## config.mk

```make
export PLATFORM = sky130hd
export DESIGN_NAME = dgdfl_top
export DESIGN_NICKNAME = d
export VERILOG_FILES = /design/src/dgdfl_pkg.sv /design/src/dgdfl_channel.sv /design/src/dgdfl_top.sv
export SDC_FILE = /design/constraint.sdc
export NUM_CORES = 1
export LEC_CHECK = 0
export BUFFER_PORTS_ARGS = -buffer_cell sky130_fd_sc_hd__buf_2
export CORE_MARGIN = 3
export CORE_UTILIZATION = 60
export CTS_CLUSTER_SIZE = 30
export DETAILED_ROUTE_END_ITERATION = 7
export GPL_ROUTABILITY_DRIVEN = 0
export HOLD_SLACK_MARGIN = 0.05
export MAX_ROUTING_LAYER = met4
export PLACE_DENSITY = 0.78
export SYNTH_ARGS = -nofsm -noshare
export SYNTH_HDL_FRONTEND = slang
export SYNTH_HIERARCHICAL = 1
export SYNTH_SLANG_ARGS = --single-unit
```

## constraint.sdc

```tcl
create_clock -name clk_sys -period 2.4 [get_ports clk_sys]
set_input_delay 0.12 -clock clk_sys [delete_from_list [all_inputs] [get_ports clk_sys]]
set_output_delay 0.12 -clock clk_sys [all_outputs]
set_load 0.02 [all_outputs]
```

## src/dgdfl_pkg.sv

```systemverilog
/*
  Constants and timing counts for the two-channel gate drive fault logic.
  Assumes a 50 MHz system clock; all pins are synchronous to it.
*/
// Functional notes
// - With no drive command on a channel's input link, that channel's gate stays in the negative off state; the code holds gate_on_q while clk_en is low.
// - The fault return link is lit while the channel is healthy and dark while it is in fault.
// - With the gate on and collector voltage near zero, the desaturation input counts as clear and no fault is raised.
// - A desaturation detect during gate on starts soft shutdown and reports a fault over the return link together; the code drops fault_lit_q one clock later.
// - The red fault lamp lights when a fault triggers and stays lit until the driver is restarted.
// - The green healthy lamp is lit whenever no fault is present and dark otherwise.
// - Soft shutdown begins within the response time of 8 us after a short-circuit fault on either channel.
// - Undervoltage on either secondary supply blocks the gate and reports a fault.
// - Once the fault cause is gone, the fault report releases only after one blocking time has elapsed.
package dgdfl_pkg;
  localparam int CLK_HZ = 50_000_000;
  localparam int RESP_TIME_NS = 8000;
  localparam int RESP_CYC = (RESP_TIME_NS / (1_000_000_000 / CLK_HZ) < 1) ? 1 : RESP_TIME_NS / (1_000_000_000 / CLK_HZ);
  localparam int SOFT_OFF_NS = 2000;
  localparam int SOFT_OFF_CYC = SOFT_OFF_NS / (1_000_000_000 / CLK_HZ);
  localparam int BLOCK_TIME_MS = 90;
  localparam int BLOCK_CYC = BLOCK_TIME_MS * (CLK_HZ / 1000);
  localparam int CNT_W = 23;
  localparam logic [CNT_W-1:0] CNT_ZERO = 23'h000000;
  typedef enum logic [1:0] {DGDFL_IDLE, DGDFL_ON, DGDFL_SOFT, DGDFL_BLOCK} dgdfl_state_t;
endpackage : dgdfl_pkg

```

## src/dgdfl_channel.sv

```systemverilog
/*
  One gate drive channel: command to gate, desaturation fault, soft shutdown,
  blocking time, fault return and lamps. Inputs synchronous to clk_sys.
*/
`timescale 1ns/100ps
module dgdfl_channel
  import dgdfl_pkg::*;
#(
  parameter logic [CNT_W-1:0] BLOCK_CYCLES = CNT_W'(BLOCK_CYC)
)
(
  input wire logic clk_sys, // System clock
  input wire logic reset_n, // Synchronous reset, active low
  input wire logic clk_en, // Freezes state while low
  input wire logic cmd_lit, // Command link, lit means on
  input wire logic desat_sense, // Desaturation comparator
  input wire logic uv_fault, // Supply undervoltage, either rail
  output logic gate_on_q, // Gate full on
  output logic soft_off_q, // Soft shutdown stage active
  output logic fault_lit_q, // Fault return, lit when healthy
  output logic red_lamp_q, // Fault lamp
  output logic green_lamp_q // Healthy lamp
);
  dgdfl_state_t state_q;
  logic [CNT_W-1:0] cnt_q;
  logic fault_now;

  assign fault_now = (state_q == DGDFL_SOFT) || (state_q == DGDFL_BLOCK) || uv_fault;

  always_ff @(posedge clk_sys)
  begin
    if (!reset_n)
    begin
      state_q <= DGDFL_IDLE;
      cnt_q <= CNT_ZERO;
    end
    else if (clk_en)
    begin
      case (state_q)
        DGDFL_IDLE:
        begin
          if (uv_fault)
          begin
            state_q <= DGDFL_BLOCK;
            cnt_q <= BLOCK_CYCLES;
          end
          else if (cmd_lit)
            state_q <= DGDFL_ON;
        end
        DGDFL_ON:
        begin
          if (uv_fault)
          begin
            state_q <= DGDFL_BLOCK;
            cnt_q <= BLOCK_CYCLES;
          end
          else if (desat_sense)
          begin
            state_q <= DGDFL_SOFT;
            cnt_q <= CNT_W'(SOFT_OFF_CYC);
          end
          else if (!cmd_lit)
            state_q <= DGDFL_IDLE;
        end
        DGDFL_SOFT:
        begin
          if (cnt_q <= CNT_W'(1))
          begin
            state_q <= DGDFL_BLOCK;
            cnt_q <= BLOCK_CYCLES;
          end
          else
            cnt_q <= cnt_q - CNT_W'(1);
        end
        DGDFL_BLOCK:
        begin
          if (uv_fault)
            cnt_q <= BLOCK_CYCLES;
          else if (cnt_q <= CNT_W'(1))
            state_q <= DGDFL_IDLE;
          else
            cnt_q <= cnt_q - CNT_W'(1);
        end
        default:
          state_q <= DGDFL_IDLE;
      endcase
    end
  end

  // Gate and shutdown stage outputs
  always_ff @(posedge clk_sys)
  begin
    if (!reset_n)
    begin
      gate_on_q <= 1'b0;
      soft_off_q <= 1'b0;
    end
    else if (clk_en)
    begin
      gate_on_q <= (state_q == DGDFL_ON) && cmd_lit && !desat_sense && !uv_fault;
      soft_off_q <= (state_q == DGDFL_ON && desat_sense && !uv_fault) ||
                    (state_q == DGDFL_SOFT && cnt_q > CNT_W'(1));
    end
  end

  // Fault return and lamps
  always_ff @(posedge clk_sys)
  begin
    if (!reset_n)
    begin
      fault_lit_q <= 1'b1;
      red_lamp_q <= 1'b0;
      green_lamp_q <= 1'b1;
    end
    else if (clk_en)
    begin
      fault_lit_q <= !fault_now;
      green_lamp_q <= !fault_now;
      if (fault_now)
        red_lamp_q <= 1'b1;
    end
  end
endmodule : dgdfl_channel

```

## src/dgdfl_top.sv

```systemverilog
/*
  Two-channel gate drive fault logic top.
  Assumes command links and comparators already synchronous to clk_sys.
*/
`timescale 1ns/100ps
module dgdfl_top
  import dgdfl_pkg::*;
#(
  parameter logic [CNT_W-1:0] BLOCK_CYCLES = CNT_W'(BLOCK_CYC)
)
(
  input wire logic clk_sys, // System clock
  input wire logic reset_n, // Synchronous reset, restarts driver
  input wire logic clk_en, // Freezes state while low
  input wire logic upper_cmd_lit, // Upper command link
  input wire logic lower_cmd_lit, // Lower command link
  input wire logic upper_desat_sense, // Upper desaturation detect
  input wire logic lower_desat_sense, // Lower desaturation detect
  input wire logic pos_uv, // Positive rail undervoltage
  input wire logic neg_uv, // Negative rail undervoltage
  output logic upper_gate_out, // Upper gate on
  output logic lower_gate_out, // Lower gate on
  output logic upper_soft_off, // Upper soft shutdown
  output logic lower_soft_off, // Lower soft shutdown
  output logic upper_fault_lit, // Upper fault return
  output logic lower_fault_lit, // Lower fault return
  output logic upper_red_lamp, // Upper fault lamp
  output logic lower_red_lamp, // Lower fault lamp
  output logic upper_green_lamp, // Upper healthy lamp
  output logic lower_green_lamp // Lower healthy lamp
);
  logic uv_q;

  always_ff @(posedge clk_sys)
  begin
    if (!reset_n)
      uv_q <= 1'b0;
    else if (clk_en)
      uv_q <= pos_uv || neg_uv;
  end

  // Independent channels
  dgdfl_channel #(.BLOCK_CYCLES(BLOCK_CYCLES)) u_upper (
    .clk_sys(clk_sys), .reset_n(reset_n), .clk_en(clk_en),
    .cmd_lit(upper_cmd_lit), .desat_sense(upper_desat_sense), .uv_fault(uv_q),
    .gate_on_q(upper_gate_out), .soft_off_q(upper_soft_off), .fault_lit_q(upper_fault_lit),
    .red_lamp_q(upper_red_lamp), .green_lamp_q(upper_green_lamp)
  );

  dgdfl_channel #(.BLOCK_CYCLES(BLOCK_CYCLES)) u_lower (
    .clk_sys(clk_sys), .reset_n(reset_n), .clk_en(clk_en),
    .cmd_lit(lower_cmd_lit), .desat_sense(lower_desat_sense), .uv_fault(uv_q),
    .gate_on_q(lower_gate_out), .soft_off_q(lower_soft_off), .fault_lit_q(lower_fault_lit),
    .red_lamp_q(lower_red_lamp), .green_lamp_q(lower_green_lamp)
  );
endmodule : dgdfl_top

```

### Yosys cells after proc, flatten, opt, wreduce, memory -nomap -nowiden

Cells that the tools add are included.

| word-level totals | value |
|---|---|
| output and inout bits | 10 |
| register bits after elaboration | 59 |
| logic and storage cells | 104 |

| operators by class | value |
|---|---|
| $lt $le $gt $ge | 4 |
| equality and inequality tests | 22 |
| reductions and logical operators | 32 |
| $add $sub $neg | 2 |
| muxes and demuxes | 31 |

Operators by type and width:

| cell | count |
|---|---|
| $mux W23 | 11 |
| $pmux W23 S4 | 2 |
| $gt A23 B1 Y1 const B | 2 |
| $le A23 B1 Y1 const B | 2 |
| $sub A23 B1 Y23 const B | 2 |
| $mux W2 | 16 |
| $ne A3 B3 Y1 const B | 6 |
| $ne A2 B2 Y1 const B | 8 |
| $pmux W2 S4 | 2 |
| $logic_and A1 B1 Y1 | 12 |
| $reduce_and A6 Y1 | 2 |
| $eq A2 B2 Y1 const B | 4 |
| $ne A4 B4 Y1 const B | 2 |
| $reduce_and A4 Y1 | 2 |
| $logic_or A1 B1 Y1 | 7 |
| $logic_not A1 Y1 | 5 |
| $eq A2 B1 Y1 const B | 2 |
| $logic_not A2 Y1 | 2 |
| $reduce_and A2 Y1 | 2 |

### Depth between registers and ports, before layout

Gate-level depths: netlist of the first run.

| logic depth | value |
|---|---|
| depth after elaboration | 4 |
| mapped depth | 9 |
| depth with buffers taken out | 7 |

### Cells and area by module

Netlist of the first run, hierarchy kept.

Modules (own cells, without submodules):

| module | cells each | seq. area each (sq um) | times used | area each (sq um) |
|---|---|---|---|---|
| dgdfl_channel (u_upper) | 233 | 580.6 | 1 | 1851.8 |
| dgdfl_channel (u_lower) | 222 | 580.6 | 1 | 1804.2 |
| dgdfl_top | 4 | 20.0 | 1 | 33.8 |

### Worst setup path before layout of the first run

No wires, ideal clock.

| timing path | value |
|---|---|
| path type | register to register |
| from | reg u_upper.cnt_q[7] |
| to | reg u_upper.cnt_q[14] |
| path buffers | 1 |
| cell stages (with the launch flop) | 7 |
| arrival time | 1.891 ns |
| path slack | 0.393 ns |
| data required time | 2.284 ns |
| cell sequence | dfxtp_1 buf_6 or4_4 or4_1 nor3_1 o221ai_1 o211a_1 |

| between the ends | value |
|---|---|
| longest elaborated chain between the ends | 4 |

RTL lines:

| element | line | source |
|---|---|---|
| start: declaration | dgdfl_channel.sv:25 | `logic [CNT_W-1:0] cnt_q;` |
| start signal: assignment | dgdfl_channel.sv:60 | `cnt_q <= CNT_W'(SOFT_OFF_CYC);` |
| start signal: assignment | dgdfl_channel.sv:73 | `cnt_q <= cnt_q - CNT_W'(1);` |
| start signal: assignment | dgdfl_channel.sv:82 | `cnt_q <= cnt_q - CNT_W'(1);` |
| $sub A23 B1 Y23 | dgdfl_channel.sv:73, dgdfl_channel.sv:82 |  |
| $mux W23 | dgdfl_channel.sv:79 | `else if (cnt_q <= CNT_W'(1))` |
| $mux W23 | dgdfl_channel.sv:77 | `if (uv_fault)` |
| $pmux W23 S4 | dgdfl_channel.sv:39 | `case (state_q)` |

Parallel ways exist; a longest one is shown, timed or not. The select of a mux whose other input is x is not followed.
A chain may end at the register's enable or synchronous reset.

### Worst setup path after layout of the first run

| timing path | value |
|---|---|
| from | reg u_upper.cnt_q[1] |
| to | reg u_upper.cnt_q[14] |

Same word-level chain as after synthesis.

==> results of run 1 <==
==> where the power goes <==
group	leakage [uW]	switching, uW	internal, uW
logic	0.000959	948	582
registers	0.000483	193	1110
clock network	0.0000860	391	392
==> path summary, 6_finish.rpt <==
kind,to,slack (ns),cells past startpoint
worst max-delay path,u_upper/cnt_q[14],0.16,7
worst max register to register,u_upper/cnt_q[14],0.16,7
worst min register to register,u_upper/red_lamp_q,0.47,2
worst min-delay path,u_lower/gate_on_q,0.07,3
==> flip-flops by register name, summed over array words and instances (netlist names) <==
| register | flops |
|---|---|
| u_upper/gate_on_q | 1 |
| u_upper/state_q | 2 |
| u_lower/state_q | 2 |
| uv_q | 1 |
| u_lower/cnt_q | 23 |
| u_upper/green_lamp_q | 1 |
| u_upper/red_lamp_q | 1 |
| u_upper/cnt_q | 23 |
| u_lower/gate_on_q | 1 |
| u_lower/green_lamp_q | 1 |
| u_lower/red_lamp_q | 1 |
| u_lower/soft_off_q | 1 |
| u_upper/soft_off_q | 1 |
==> logic make-up (layout without fill, tap and decap cells) <==
group                    after synthesis  count (layout)  synth area share [%]
AO/OA/AOI/OAI                        140             140                  26.4
buffers and inverters                 37              65                  5.02
flip-flops                            59              59                  32.0
XOR/XNOR                               3               3                 0.712
AND/OR/NAND/NOR                      215             215                  34.2
multiplexers                           1               1                 0.271
adder cells (fa/ha/maj)                4               4                  1.36
==> repair_timing <==
action                                  in CTS  in global routing
endpoints found under the hold margin        1                  0
endpoints found under the setup margin       0                  0
buffers inserted                             0                  0
hold buffers                                 2                  0
==> worst max-delay path: stages, from the launching register on <==
cell and delay, ns:
dfxtp_1 0.34, inv_1 0.11, ha_1 0.19, or3b_2 0.53, or4_1 0.47, nor3_1 0.17
o221ai_1 0.15, o211a_1 0.17
==> routing by layer <==
| metal | GRT usage, % | up-vias | wire length, um |
|---|---|---|---|
| met5 | - | - | 0 |
| met4 | 13.2 | 0 | 294 |
| li1 | - | 1810 | - |
| met1 | 30.7 | 1753 | 3850 |
| met3 | 7.16 | 34 | 603 |
| met2 | 49.6 | 176 | 5020 |
==> metrics by stage <==
| stage | setup slack, ns | power [uW] |
|---|---|---|
| after floorplan | 0.393 | 2440 |
| final | 0.165 | 3610 |
| after CTS | 0.185 | 3580 |
| after detailed placement | 0.211 | 2790 |
| after global placement | 0.308 | 2760 |
| after global routing | 0.0204 | 3830 |
==> cell usage in the layout (no fill, tap or decap), drive strengths merged, types with 3 or more instances in the layout <==
master and n:
nor2 37, a211oi 4, nor3 21, buf 35
nand2b 11, o2bb2ai 3, clkbuf 12, nand4b 5
o21a 4, inv 13, nor2b 5, or3 12
a41oi 3, a31oi 13, clkinv 3, o311ai 3
nor4 16, nand3b 4, o41ai 3, dfxtp 59
ha 4, o211a 4, nand2 41, nand3 22
or4 10, o2111ai 4, and2 8, o211ai 8
a21oi 34, o21ai 24, o31ai 8, o31a 3
or2 3, nand4 12, o22ai 6
==> final cells by class <==
cell class / instances / share of cell area, %
clock buffer: 12 / 3.59
clock inverter: 3 / 0.372
inverter: 13 / 1.21
multi-input combinational: 363 / 57.5
sequential: 59 / 29.2
tap: 72 / 2.23
timing repair buffer: 37 / 5.88
==> impl_metrics.yaml, run 1 <==
status:
  status: "finished clean"
yosys:
  synth_edf_count: 0
  yosysMostFrequentCell: "dfxtp_1"
  async_reset_ff_share_pct: 0
  yosys-top-cells-count: "dfxtp_1 (59), nand2_1 (41), nor2_1 (37)"
  synth_cells: 459
  synth_top_area_share_pct: 32.0
  netlist_area_mm2: 0.00369
  synthFlopType: "dfxtp_1"
  synth_largest_area_cell: "dfxtp_1"
  syn_avg_cell_area_um2: 8.04
  ys_ff_latch: 59
  yosys_warnings: 6
  yosysSeqAreaShare_pct: 32.0
  synthTopCellsByArea: "dfxtp_1 (32%), a21oi_1 (4.3%), nand2_1 (4.2%)"
  syn_nets: 472
  synth_cell_types: 69
flow_run:
  drv_cap: 0
global_routing:
  grt_pass1_vias: 3643
  grt_pass1_wl_um: 16400
  grt_max_degree: 32
  overflow: 0
  globalRouteTotalUtil_pct: 28.6
  antenna_found_initial: 0
power:
  p_per_area_mw_per_mm2: 894
  cellLeakagePower_uw: 0.00153
  peakVddDrop_mv: 0.642
die:
  fp.dieArea_mm2: 0.00713
  die_h_um: 84.4
  die_w_um: 84.4
  ios: 19
  initial_utilization_pct: 64.2
  rows: 27
  coreArea_mm2: 0.00574
detailed_routing:
  antenna_left: 0
  drt-total-wl_um: 9770
  vias: 3773
  drt_pass1_iterations: 5
  routedWlPerCell_um: 17.5
  remaining_drc_errors: 0
  avgViaCountPerCell: 6.75
  drt_iter0_markers: 275
layout:
  multi_input_area_mm2: 0.00232
  finalNonFillerCells: 559
  nets: 496
  drive_above_1_share_pct: 15.2
  fin_util_pct: 70.4
  seq_area_mm2: 0.00118
  fillerInstances: 481
  syn_to_final_growth_pct: 9.53
  antenna_cells: 0
  design_area_mm2: 0.00404
sta:
  slew_headroom_pct: 58.8
  min_period_over_period_pct: 93.1
  worstMarginPinSlew_ns: 0.612
  fin_crit_ns: 2.24
  slew_violations: 0
  final-setup-viol-count: 0
  final_hold_viol_count: 0
  fmax_ghz: 0.447
  rsz0062_at_grt: "no"
  fin_setup_tns_ns: 0
  fin_worst_skew_ns: 0.00965
  hold_ws_ns: 0.0653
place:
  dp.cells: 542
  dp_hpwl_um: 6840
  numPortBuffers: 18
  post_dp_cell_area_mm2: 0.00386
setup_path:
  criticalPathCategory: "register to register"
  end_kind: "register"
  worstPathArrival_ns: 2.47
  cp_max_fo: 5
  critPathLaunchType: "register"
  critPathLaunch: "u_upper/cnt_q[1]"
  reg2reg_from: "u_upper/cnt_q[1]"
  worstPathRequired_ns: 2.64
cts:
  cts_resized: 0
  root_buffer: "clkbuf_8"
  cts.sinks: 59
  path_clk_slew_ns: 0.07
  numCtsBuffers: 9
  clk_latency_ns: 0.35
  cts_tree: "yes"
  cts_buffer_depth: 2
  htreeDepth: 3
min_path:
  hold_path_startpoint: "lower_cmd_lit"
  hold_path.class: "input pin to register"
Note: power is estimated with default switching activity, not from simulation.
==> run 2, diff against run 1 <==
--- a/config.mk
+++ b/config.mk
@@ -6,6 +6,7 @@
 export NUM_CORES = 1
 export LEC_CHECK = 0
 export BUFFER_PORTS_ARGS = -buffer_cell sky130_fd_sc_hd__buf_2
+export CORE_ASPECT_RATIO = 2
 export CORE_MARGIN = 3
 export CORE_UTILIZATION = 60
 export CTS_CLUSTER_SIZE = 30
@@ -14,6 +15,7 @@
 export HOLD_SLACK_MARGIN = 0.05
 export MAX_ROUTING_LAYER = met4
 export PLACE_DENSITY = 0.78
+export RECOVER_POWER = 100
 export SYNTH_ARGS = -nofsm -noshare
 export SYNTH_HDL_FRONTEND = slang
 export SYNTH_HIERARCHICAL = 1
==> run 2 against run 1 <==
Effect of this change: register-to-register slack barely moved; clock power rose by 53%; critical endpoint is now u_lower/cnt_q[5]; first-iteration DRC count rose by 16%; critical path depth decreased by 2; flip-flop and latch count unchanged; critical path type unchanged; largest cell class unchanged.
==> impl_metrics.yaml, run 2 (same netlist as run 1, synthesis figures left out) <==
layout:
  final_cell_mix: "dfxtp_1 (59), nand2_1 (41), nor2_1 (37)"
  antenna_cells: 0
  mostFrequentLayoutCell: "dfxtp_1"
  reg_top3: "u_lower/cnt_q x23, u_upper/cnt_q x23"
  design_area_mm2: 0.00412
  syn_to_final_growth_pct: 11.7
  nets: 502
  drive_above_1_share_pct: 13.4
sta:
  min_period_over_period_pct: 93.2
  fin_crit_ns: 2.24
  worstMarginPinSlew_ns: 0.570
  slew_headroom_pct: 62.0
  slew_violations: 0
  rsz0062_at_grt: "no"
  fmax_ghz: 0.447
  final-setup-viol-count: 0
  fin_worst_skew_ns: 0.00787
  fin_setup_tns_ns: 0
  final_hold_viol_count: 0
detailed_routing:
  drt_pass1_iterations: 5
  routedWlPerCell_um: 19.2
  drt_iter0_markers: 320
  remaining_drc_errors: 0
  antenna_left: 0
  vias: 3776
  drt-total-wl_um: 10600
  avgViaCountPerCell: 6.82
die:
  rows: 39
  initial_utilization_pct: 63.0
  fp.dieArea_mm2: 0.00718
  die_h_um: 117
  ios: 19
  die_w_um: 61.5
  coreArea_mm2: 0.00586
power:
  cellLeakagePower_uw: 0.00157
  p_per_area_mw_per_mm2: 991
  peakVddDrop_mv: 0.720
min_path:
  hold_path.class: "input pin to register"
  hold_path_startpoint: "pos_uv"
  whs_endpoint: "uv_q"
  holdPathStages: 3
global_routing:
  antenna_found_initial: 0
  overflow: 0
  grt_pass1_vias: 3663
  grt_pass1_wl_um: 17000
  globalRouteTotalUtil_pct: 32.9
  grt_max_degree: 32
setup_path:
  rrSetupSlack_ns: 0.16
  end_kind: "register"
  cp_max_fo: 31
  critPathLaunchType: "register"
  worstPathArrival_ns: 2.46
  reg2reg_from: "u_lower/cnt_q[20]"
  worstPathRequired_ns: 2.62
  r2r_cells: 5
  reg2reg_to: "u_lower/cnt_q[5]"
  critPathLaunch: "u_lower/cnt_q[20]"
  criticalPathCategory: "register to register"
cts:
  cts.sinks: 59
  cts_buffer_depth: 2
  clk_latency_ns: 0.33
  cts_setup_buffers: 0
  ctsHoldBuffers: 0
  cts_resized: 0
  numCtsBuffers: 9
  cts_tree: "yes"
  path_clk_slew_ns: 0.05
  htreeDepth: 3
  root_buffer: "clkbuf_16"
status:
  status: "finished clean"
flow_run:
  drv_cap: 0
place:
  numPortBuffers: 18
  dp_hpwl_um: 7790
  post_dp_cell_area_mm2: 0.00391
run 2: cell count changes in the layout (fill, tap and decap cells not counted), moves of 4 or more:
cell       previous run  this run
buf_2                18         8
buf_4                17        21
clkbuf_1              2        13
clkbuf_16             0         9
clkbuf_8             10         3
run 2: per-stage QoR:
step / total power, uW / setup WS [ns] / instances / utilization, % / hold slack, ns
after CTS: 4110 / 0.211 / 554 / 71.5 / 0.0738
after floorplan: 2440 / 0.393 / 459 / - / 0.210
after global routing: 4310 / 0.0258 / 554 / 70.4 / 0.0774
after detailed placement: 2900 / 0.225 / 539 / 66.7 / 0.418
final: 4080 / 0.163 / 554 / 70.4 / 0.0801
after global placement: 2860 / 0.288 / 539 / 66.7 / 0.409
run 2: final cells by class:
| type | count | area, um2 |
|---|---|---|
| fillers | 501 | 1730 |
| repair buffers | 43 | 253 |
| inverters | 13 | 48.8 |
| flip-flops and latches | 59 | 1180 |
| clock buffers | 13 | 270 |
| clock inverters | 2 | 10.0 |
| well taps | 61 | 76.3 |
| multi-input cells | 363 | 2280 |
run 2: how the worst max path moves through the flow:
stage | end | cells after the start | slack [ns]
finish | u_lower/cnt_q[5] | 5 | 0.16
global route | u_upper/cnt_q[6] | 6 | 0.03
CTS | u_upper/cnt_q[22] | 8 | 0.21
detailed placement | u_upper/cnt_q[22] | 8 | 0.22
global placement | u_upper/cnt_q[14] | 7 | 0.29
floorplan | u_upper/cnt_q[14] | 6 | 0.39
run 2: worst max-delay path: stages, from the launching register on:
cell     delay, ns
dfxtp_1       0.35
or4_1         0.61
nor4_2        0.48
a21o_4        0.38
a21oi_1       0.09
o211a_1       0.21
run 2: layer usage:
layer / up-vias / share of wire, % / GRT usage, %
met1: 1736 / 34 / 28.4
met5: - / 0 / -
met2: 164 / 55 / 59.7
met3: 55 / 4.8 / 6.59
met4: 0 / 6.6 / 22.4
li1: 1821 / - / -
run 2: power breakdown:
part / total, uW / switching [uW] / leakage, uW / internal, uW
Sequential: 1300 / 192 / 0.000483 / 1110
Combinational: 1590 / 969 / 0.000950 / 619
Clock: 1200 / 424 / 0.000141 / 772
==> run 3, diff against run 2 <==
--- a/config.mk
+++ b/config.mk
@@ -6,7 +6,7 @@
 export NUM_CORES = 1
 export LEC_CHECK = 0
 export BUFFER_PORTS_ARGS = -buffer_cell sky130_fd_sc_hd__buf_2
-export CORE_ASPECT_RATIO = 2
+export CORE_ASPECT_RATIO = 1.75
 export CORE_MARGIN = 3
 export CORE_UTILIZATION = 60
 export CTS_CLUSTER_SIZE = 30
@@ -14,7 +14,7 @@
 export GPL_ROUTABILITY_DRIVEN = 0
 export HOLD_SLACK_MARGIN = 0.05
 export MAX_ROUTING_LAYER = met4
-export PLACE_DENSITY = 0.78
+export PLACE_DENSITY = 0.75
 export RECOVER_POWER = 100
 export SYNTH_ARGS = -nofsm -noshare
 export SYNTH_HDL_FRONTEND = slang
==> run 3 against run 2 <==
Effect of this change: sequential share of layout area rose by 0.38 points; register-to-register slack barely moved; sequential power barely moved; fmax fell by 0.32%; combinational power fell by 4%; global-route usage fell by 1.4 points; core utilization fell by 1.7 points; clock power fell by 19%; die area fell by 0.27%; highest routed layer unchanged.
==> impl_metrics.yaml, run 3 (same netlist as run 1, synthesis figures left out) <==
power:
  p_per_area_mw_per_mm2: 932
  p_comb_share_pct: 40.2
  swShare_pct: 40.9
  power_frac_clock_pct: 25.5
  pwr-share-seq_pct: 34.4
  total_power_uw: 3790
  cellLeakagePower_uw: 0.00151
  peakVddDrop_mv: 0.701
  p_int_uw: 2240
  power.switching_uw: 1550
layout:
  antenna_cells: 0
  mostFrequentLayoutCell: "dfxtp_1"
  reg_top3: "u_lower/cnt_q x23, u_upper/cnt_q x23"
  nets: 498
  fin_util_pct: 68.7
  drive_above_1_share_pct: 12.7
  syn_to_final_growth_pct: 10.3
  fillerInstances: 544
  final_cell_mix: "dfxtp_1 (59), nand2_1 (41), nor2_1 (37)"
sta:
  fin_crit_ns: 2.24
  fin_worst_skew_ns: 0.00535
  final-setup-viol-count: 0
  fin_setup_tns_ns: 0
  final_hold_viol_count: 0
  setup_ws_ns: 0.156
  min_period_over_period_pct: 93.5
  worstMarginPinSlew_ns: 0.666
  fmax_ghz: 0.446
  rsz0062_at_grt: "no"
  slew_headroom_pct: 55.2
  slew_violations: 0
setup_path:
  critPathLaunchType: "register"
  worstPathRequired_ns: 2.68
  crit_path_top_delay_cell: "dfxtp_1"
  path_cells: "ha_1 > o21bai_1 > nand4_2 > o31ai_1 > clkbuf_2 > a22oi_1 > o22ai_1"
  worstPathArrival_ns: 2.53
  critPathMaxStageDelay_ns: 0.44
  cp_max_fo: 10
  criticalPathCategory: "register to register"
  end_kind: "register"
die:
  ios: 19
  die_h_um: 110
  rows: 37
  die_w_um: 65.3
  coreArea_mm2: 0.00593
  fp.dieArea_mm2: 0.00716
  initial_utilization_pct: 62.3
cts:
  cts.sinks: 59
  cts_setup_buffers: 0
  cts_buffer_depth: 2
  htreeDepth: 3
  cts_tree: "yes"
  path_clk_slew_ns: 0.06
  root_buffer: "clkbuf_8"
  clk_latency_ns: 0.36
  numCtsBuffers: 9
global_routing:
  grt_max_degree: 32
  grt_pass1_wl_um: 16900
  antenna_found_initial: 0
  grt_pass1_vias: 3692
  overflow: 0
  globalRouteTotalUtil_pct: 31.5
detailed_routing:
  routedWlPerCell_um: 18.3
  highest_layer: "met4"
  vias: 3785
  met3_length_um: 443
  drt-met1-wl_um: 3670
  wl_met2_um: 5730
  drt-total-wl_um: 10400
  drt_iter0_markers: 336
  drt_pass1_iterations: 7
  antenna_left: 0
  remaining_drc_errors: 0
  avgViaCountPerCell: 6.66
min_path:
  hold_path.class: "input pin to register"
flow_run:
  drv_cap: 0
place:
  dp_slack_ns: 0.243
  dp_hpwl_um: 7610
  numPortBuffers: 18
status:
  status: "finished clean"
## run 3: cell type report
type	instances	area (um2)	area share (%)
Inverter	13	48.8	1.20
Clock buffer	15	176	4.34
Clock inverter	1	30.0	0.738
Sequential cell	59	1180	29.0
Timing Repair Buffer	39	228	5.60
Tap cell	78	97.6	2.40
Multi-Input combinational cell	363	2310	56.7
## run 3: repair_timing
item / 4_1_cts / 5_1_grt
endpoints found under the hold margin: 1 / 0
hold buffers: 2 / 0
endpoints found under the setup margin: 0 / 1
resized for setup: 0 / 1
## run 3: per-stage QoR
step,instance area [um2],instances,hold WS [ns]
2_1_floorplan,3690,459,0.210
3_3_place_gp,3880,550,0.398
3_5_place_dp,3880,550,0.408
4_1_cts,4110,568,0.0556
5_1_grt,4070,568,0.0775
6_report,4070,568,0.0621
## run 3: worst max-delay path: cells and delay by family, from the launching register on
kind / cells / cell delay [ns]
buf+inv: 1 / 0.31
flops: 1 / 0.44
compound gates: 4 / 0.90
simple gates: 1 / 0.34
fa+ha+maj: 1 / 0.18
## run 3: power by group through the flow
stage / Sequential, uW / Clock [uW] / Combinational (uW)
6_report: 1300 / 966 / 1520
3_3_place_gp: 1310 / 0 / 1480
2_1_floorplan: 1260 / 0 / 1180
3_5_place_dp: 1320 / 0 / 1510
4_1_cts: 1300 / 980 / 1520
5_1_grt: 1320 / 1010 / 1670
## run 3: final timing paths
check / startpoint / depth (start not counted) / endpoint / slack [ns]
setup / recovery: u_upper/cnt_q[0] / 7 / u_upper/cnt_q[6] / 0.16
hold / removal: lower_cmd_lit / 3 / u_lower/gate_on_q / 0.06
setup reg to reg: u_upper/cnt_q[0] / 7 / u_upper/cnt_q[6] / 0.16
hold reg to reg: u_lower/red_lamp_q / 2 / u_lower/red_lamp_q / 0.48
## run 3: layer usage
| metal | up-vias | track usage (%) |
|---|---|---|
| met1 | 1779 | 28.1 |
| li1 | 1820 | - |
| met5 | - | - |
| met2 | 136 | 59.5 |
| met4 | 0 | 18.8 |
| met3 | 50 | 6.34 |
